--- config.mk ---
export PLATFORM = sky130hd
export DESIGN_NAME = periodic_match_timer_control
export DESIGN_NICKNAME = d
export VERILOG_FILES = /design/src/timer_pkg.sv /design/src/slow_tick_divider.sv /design/src/periodic_match_timer_control.sv
export VERILOG_INCLUDE_DIRS = /design/src
export SDC_FILE = /design/constraint.sdc
export NUM_CORES = 1
export LEC_CHECK = 0
export CORE_MARGIN = 4
export CORE_UTILIZATION = 45
export CTS_CLUSTER_SIZE = 30
export DETAILED_ROUTE_END_ITERATION = 16
export DONT_BUFFER_PORTS = 1
export PLACE_DENSITY = 0.64
export SLEW_MARGIN = 15
export SYNTH_ARGS = -nofsm -noshare
export SYNTH_HDL_FRONTEND = slang
export SYNTH_SLANG_ARGS = --single-unit
--- constraint.sdc ---
create_clock -name clk -period 1.8 [get_ports clk]
set_input_delay 0.18 -clock clk [delete_from_list [all_inputs] [get_ports clk]]
set_output_delay 0.18 -clock clk [all_outputs]
set_load 0.03 [all_outputs]
--- src/timer_map.svh ---
// offsets, field positions, reset values and timing counts of the match timer
// assumes a 50 MHz system clock and an 8-bit register port
`ifndef TIMER_MAP_SVH
`define TIMER_MAP_SVH

// ----------------------------------------
// register offsets
// ----------------------------------------
`define REG_CONTROL 8'h04
`define REG_MATCH 8'h05
`define REG_COUNT 8'h06

// ----------------------------------------
// control register fields
// ----------------------------------------
`define BIT_SRC 3
`define BIT_RUN 4
`define BIT_VALID 5
`define BIT_FLAG 6
`define BIT_IRQEN 7

// ----------------------------------------
// reset values
// ----------------------------------------
`define MATCH_RESET 8'h00
`define COUNT_RESET 8'h00
`define READ_IDLE 8'h00

// ----------------------------------------
// timing
// ----------------------------------------
`define SYS_CLK_HZ 50000000
`define SLOW_CLK_HZ 32768
`define SLOW_DIV (`SYS_CLK_HZ / `SLOW_CLK_HZ)
`define GUARD_CYCLES 2
`define DIV_W 11

`endif

--- src/timer_pkg.sv ---
// types shared by the match timer and its slow tick divider
// assumes timer_map.svh supplies the widths
`include "timer_map.svh"

package timer_pkg;

  // ----------------------------------------
  // register port request
  // ----------------------------------------
  typedef struct packed {
    logic [7:0] addr;
    logic [7:0] wdata;
    logic wr;
    logic rd;
  } bus_req_t;

  // ----------------------------------------
  // modes and states
  // ----------------------------------------
  typedef enum logic [0:0] {
    SRC_SYS = 1'b0,
    SRC_SLOW = 1'b1
  } src_t;

  typedef enum logic [0:0] {
    ST_HALT = 1'b0,
    ST_RUN = 1'b1
  } run_state_t;

  // ----------------------------------------
  // module state
  // ----------------------------------------
  typedef struct packed {
    run_state_t run;
    src_t src;
    logic flag;
    logic irq_en;
    logic [7:0] match;
    logic [7:0] count;
    logic [7:0] rdata;
    logic irq;
  } timer_state_t;

  typedef struct packed {
    logic [`DIV_W-1:0] cnt;
    logic tick;
    logic valid;
  } div_state_t;

endpackage

--- src/slow_tick_divider.sv ---
// divides the system clock down to the slow timer rate
// assumes one system clock and a synchronous active-low reset
`include "timer_map.svh"

module slow_tick_divider (
  input wire logic clk,
  input wire logic reset_n,
  output logic tick,
  output logic valid
);
  import timer_pkg::*;

  localparam logic [`DIV_W-1:0] LAST = `DIV_W'(`SLOW_DIV - 1);
  localparam logic [`DIV_W-1:0] GUARD_FROM = `DIV_W'(`SLOW_DIV - `GUARD_CYCLES);

  div_state_t s;
  div_state_t next_s;

  // ----------------------------------------
  // divider
  // ----------------------------------------
  // valid drops a few cycles before each tick: the count is about to move
  always_comb begin
    next_s = s;
    if (s.cnt == LAST) begin
      next_s.cnt = '0;
    end else begin
      next_s.cnt = s.cnt + `DIV_W'(1);
    end
    next_s.tick = (s.cnt == LAST);
    next_s.valid = (next_s.cnt < GUARD_FROM);
  end

  always_ff @(posedge clk) begin
    if (!reset_n) begin
      s <= '0;
    end else begin
      s <= next_s;
    end
  end

  assign tick = s.tick;
  assign valid = s.valid;
endmodule

--- src/periodic_match_timer_control.sv ---
// periodic 8-bit match timer: control, count, match value and interrupt
// assumes a single-cycle strobe register port, read data one cycle later
`include "timer_map.svh"

module periodic_match_timer_control (
  input wire logic clk,
  input wire logic reset_n,
  input timer_pkg::bus_req_t req,
  input wire logic stop_mode,
  output logic [7:0] rdata,
  output logic irq
);
  import timer_pkg::*;

  timer_state_t s;
  timer_state_t next_s;
  logic slow_tick;
  logic slow_valid;
  logic tick_now;
  logic wr_control;
  logic wr_match;
  logic wr_count;
  logic rd_control;
  logic rd_count;
  logic rd_match;
  logic flag_clear;
  logic flag_set;
  logic valid_view;

  // ----------------------------------------
  // decode
  // ----------------------------------------
  function automatic logic reg_hit(input logic [7:0] addr, input logic [7:0] off);
    return addr == off;
  endfunction

  slow_tick_divider u_div (
    .clk(clk),
    .reset_n(reset_n),
    .tick(slow_tick),
    .valid(slow_valid)
  );

  always_comb begin
    wr_control = req.wr && reg_hit(req.addr, `REG_CONTROL);
    wr_match = req.wr && reg_hit(req.addr, `REG_MATCH);
    wr_count = req.wr && reg_hit(req.addr, `REG_COUNT);
    rd_control = req.rd && reg_hit(req.addr, `REG_CONTROL);
    rd_match = req.rd && reg_hit(req.addr, `REG_MATCH);
    rd_count = req.rd && reg_hit(req.addr, `REG_COUNT);
  end

  // ----------------------------------------
  // timer clock and count view
  // ----------------------------------------
  always_comb begin
    // system clock source advances every cycle, slow one on its tick
    if (s.src == SRC_SLOW) begin
      tick_now = slow_tick;
    end else begin
      tick_now = 1'b1;
    end
    // valid has no meaning on the system clock, so it reads as one
    if (s.src == SRC_SLOW) begin
      valid_view = slow_valid;
    end else begin
      valid_view = 1'b1;
    end
  end

  // ----------------------------------------
  // next state
  // ----------------------------------------
  always_comb begin
    next_s = s;
    flag_clear = wr_control && req.wdata[`BIT_FLAG];
    // stop mode is deliberately not looked at here
    flag_set = (s.run == ST_RUN) && tick_now && (s.count == s.match);

    // control register
    if (wr_control) begin
      next_s.irq_en = req.wdata[`BIT_IRQEN];
      if (req.wdata[`BIT_RUN]) begin
        next_s.run = ST_RUN;
      end else begin
        next_s.run = ST_HALT;
      end
      if (s.run == ST_HALT) begin
        next_s.src = src_t'(req.wdata[`BIT_SRC]);
      end
    end

    // counting; halted timer keeps its count
    if ((s.run == ST_RUN) && tick_now) begin
      if (s.count == s.match) begin
        next_s.count = `COUNT_RESET;
      end else begin
        next_s.count = s.count + 8'h01;
      end
    end

    // software load wins over a same-cycle count step
    if (wr_count && (s.src == SRC_SYS)) begin
      next_s.count = req.wdata;
    end
    if (wr_match && (s.src == SRC_SYS)) begin
      next_s.match = req.wdata;
    end

    // set wins over a same-cycle software clear
    next_s.flag = (s.flag && !flag_clear) || flag_set;

    // read data stands for one cycle only
    next_s.rdata = `READ_IDLE;
    if (rd_control) begin
      next_s.rdata = {s.irq_en, s.flag, valid_view, s.run, s.src, 3'b000};
    end else if (rd_match) begin
      next_s.rdata = s.match;
    end else if (rd_count) begin
      if ((s.src == SRC_SLOW) && !slow_valid) begin
        next_s.rdata = 8'h00;
      end else begin
        next_s.rdata = s.count;
      end
    end

    next_s.irq = next_s.flag && next_s.irq_en;
  end

  // ----------------------------------------
  // state register
  // ----------------------------------------
  always_ff @(posedge clk) begin
    if (!reset_n) begin
      s.run <= ST_HALT;
      s.src <= SRC_SYS;
      s.flag <= 1'b0;
      s.irq_en <= 1'b0;
      s.match <= `MATCH_RESET;
      s.count <= `COUNT_RESET;
      s.rdata <= `READ_IDLE;
      s.irq <= 1'b0;
    end else begin
      s <= next_s;
    end
  end

  assign rdata = s.rdata;
  assign irq = s.irq;
endmodule

==> results.ini <==
[clocking]
cts.path.max_buffers=2
cts_setup_buffers=0
htreeDepth=2
clkSinkCount=42
cts_tree=yes
cts_made_buffers=5
clk_pin_slew_ns=0.08
root_buffer=clkbuf_8
clk_latency_ns=0.30

[worst_setup_path]
required_ns=2.02
cp.arrival_ns=1.88
end_kind=flip-flop
worst_setup_path_start_kind=flip-flop
r2r_setup_slack_ns=0.14
critPathMaxFanout=6
r2r-start=u_div.s[3]
worstRegToRegCells=7
reg2reg_to=u_div.valid
crit_type=reg -> reg

[synth]
synth_warnings=0
synthFlopType=dfxtp_1
seq_area_frac_synth_pct=37.84
synth-edff-count=0
ys_ff_latch=42
synth_cell_types=52
synth-async-reset-ratio_pct=0
syn_area_per_cell_um2=8.613
synth_top_area_share_pct=37.84
synthTopCellsByCount=dfxtp_1, nor2_1, nand2_1
synth_area_leaders=dfxtp_1, nor2_1, mux2i_1
netlist_instances=258
yosysMostFrequentCell=dfxtp_1
syn_nets=282
yosysTopAreaCell=dfxtp_1
syn_area_um2=2222

[global_routing]
grt_start_max_net_pins=15
grt_usage_pct=17.35
antenna_found_initial=0
grt_pass1_wl_um=8328
grt_pass1_vias=1783
globalRouteOverflowTotal=0

[drt]
ant_nets=0
wire_per_inst_um=14.79
routed_via_density=5.504
vias=1844
drc_errors=0
drt_iter0_markers=132
drt_wl_total_um=4953
first_pass_iters=5

[power]
p_per_area_nw_per_um2=676.4
ir_worst_vdd_mv=0.4191
clock_power_share_pct=38.6
p_leak_nw=0.8567
p_total_mw=1.664
seqPwrFrac_pct=56.8
p_comb_share_pct=4.6
switchingPower_uw=387.4
p_int_mw=1.277
p_sw_share_pct=23.28

[place]
placedInstanceArea_um2=2337
gp_congestion=0.8234
post-place-ws_ns=0.07013
io_buffers=0
hpwl_um=3609

[layout]
design_area_um2=2460
n_fill_cell=470
drive_above_1_share_pct=14.55
syn2layout_area_growth_pct=10.70
fin_util_pct=51.74
fin_nets=291
diodes=0

[floorplan]
die_y_um=78.27
fp.dieW_um=78.27
design.core.area_um2=4755
start_util_pct=46.74
ios=30
design.die.area_um2=6126
rows=25

[min_path]
holdPathEnd=s[11]
holdPathStages=2
hp-start=req[4]
hold_class=in -> reg

[sta]
tightest_slew_ns=0.4131
rsz0062_at_grt=true
fmax_mhz=603.6
finalSetupViolCount=0
finalWorstSetupSlack_ns=0.1433
fin_crit_sh_pct=92.04
slew_violations=0
max_slew_margin_pct=72.43
final.min_clock_period_ns=1.657
hold_viol=0
fin_skew_ns=0.01114

[status]
outcome=complete, no violations

[run]
cap_violations=0

==> registers in the layout, summed over array words and instances (netlist names) <==
name / count
rdata: 8
s: 20
u_div.tick: 1
u_div.valid: 1
u_div.s: 11
irq: 1
==> critical path, stage by stage (launching register included) <==
cell and delay [ns]:
dfxtp_1 0.36, inv_1 0.07, ha_1 0.13, nor4bb_2 0.24
nand3_1 0.23, o2111ai_1 0.26, a21oi_1 0.10, a21oi_1 0.19
==> cell families after synthesis <==
| logic type | count (synthesis) | share of synthesized area (%) |
|---|---|---|
| compound gates | 56 | 17.23 |
| xor+xnor | 13 | 5.124 |
| fa+ha+maj | 3 | 1.689 |
| buf+inv | 27 | 6.363 |
| flops | 42 | 37.84 |
| mux | 11 | 4.955 |
| simple gates | 106 | 26.80 |
==> layout make-up <==
class / count / area (um2) / area share, %
Clock inverter: 2 / 12.51 / 0.5086
Sequential cell: 42 / 842.1 / 34.23
Timing Repair Buffer: 19 / 145.1 / 5.900
Inverter: 10 / 37.54 / 1.526
Clock buffer: 6 / 82.58 / 3.357
Tap cell: 67 / 83.83 / 3.408
Multi-Input combinational cell: 189 / 1256 / 51.07
==> through the flow <==
| stage | instances | setup TNS [ns] | hold WS, ns |
|---|---|---|---|
| 3_5_place_dp | 326 | 0 | 0.3100 |
| 5_1_grt | 335 | -0.02351 | 0.01092 |
| 4_1_cts | 335 | 0 | 0.008547 |
| 3_3_place_gp | 326 | 0 | 0.3050 |
| 6_report | 335 | 0 | 0.01761 |
| 2_1_floorplan | 258 | 0 | 0.3239 |
==> layout by cell type (no fill, tap or decap), types with 2 or more instances in the layout <==
cell type,instances
o21ai_0,8
or3_1,6
nor4_4,2
dfxtp_1,41
a211o_1,3
nand2_1,19
nand4_1,4
nand2b_1,5
a22oi_1,5
a21oi_1,15
xor2_1,2
ha_1,3
mux2i_1,11
xnor2_1,11
nor3_1,7
clkbuf_8,6
o2111ai_1,2
nand3_1,11
or4_1,2
and4_1,2
buf_4,18
a222oi_1,4
o21ai_1,2
a21o_1,2
inv_1,10
o31ai_2,2
nor2_1,32
a31oi_1,4
nor2b_1,3
==> power groups by stage <==
stage | sequential (mW) | clock (mW) | combinational [mW]
after floorplan | 0.964 | 0 | 0.0570
after global placement | 0.967 | 0 | 0.0740
after detailed placement | 0.967 | 0 | 0.0755
after CTS | 0.945 | 0.674 | 0.0775
after global routing | 0.946 | 0.697 | 0.0887
final | 0.945 | 0.642 | 0.0770
==> layer usage <==
layer	global-route usage (%)	vias up	part of all wire, %
met5	0	-	0
met4	9.266	0	2.4
met3	3.211	10	4.4
met2	29.79	39	50
met1	20.46	850	44
li1	-	945	-
==> what timing repair did <==
action                                  CTS  global route
endpoints found under the setup margin    0            11
hold buffers                              1             0
resized for setup                         0             5
endpoints found under the hold margin     1             0
==> how the worst max path moves through the flow <==
stage               slack (ns)  cells after the start  startpoint           to
floorplan                 0.21                      5     req[13]        s[27]
global placement          0.09                      5     req[13]     rdata[1]
detailed placement        0.07                      5     req[13]     rdata[1]
CTS                       0.07                      7  u_div.s[3]  u_div.valid
global route             -0.02                      7  u_div.s[3]  u_div.valid
finish                    0.14                      7  u_div.s[3]  u_div.valid
Note: power is estimated with default switching activity, not from simulation.
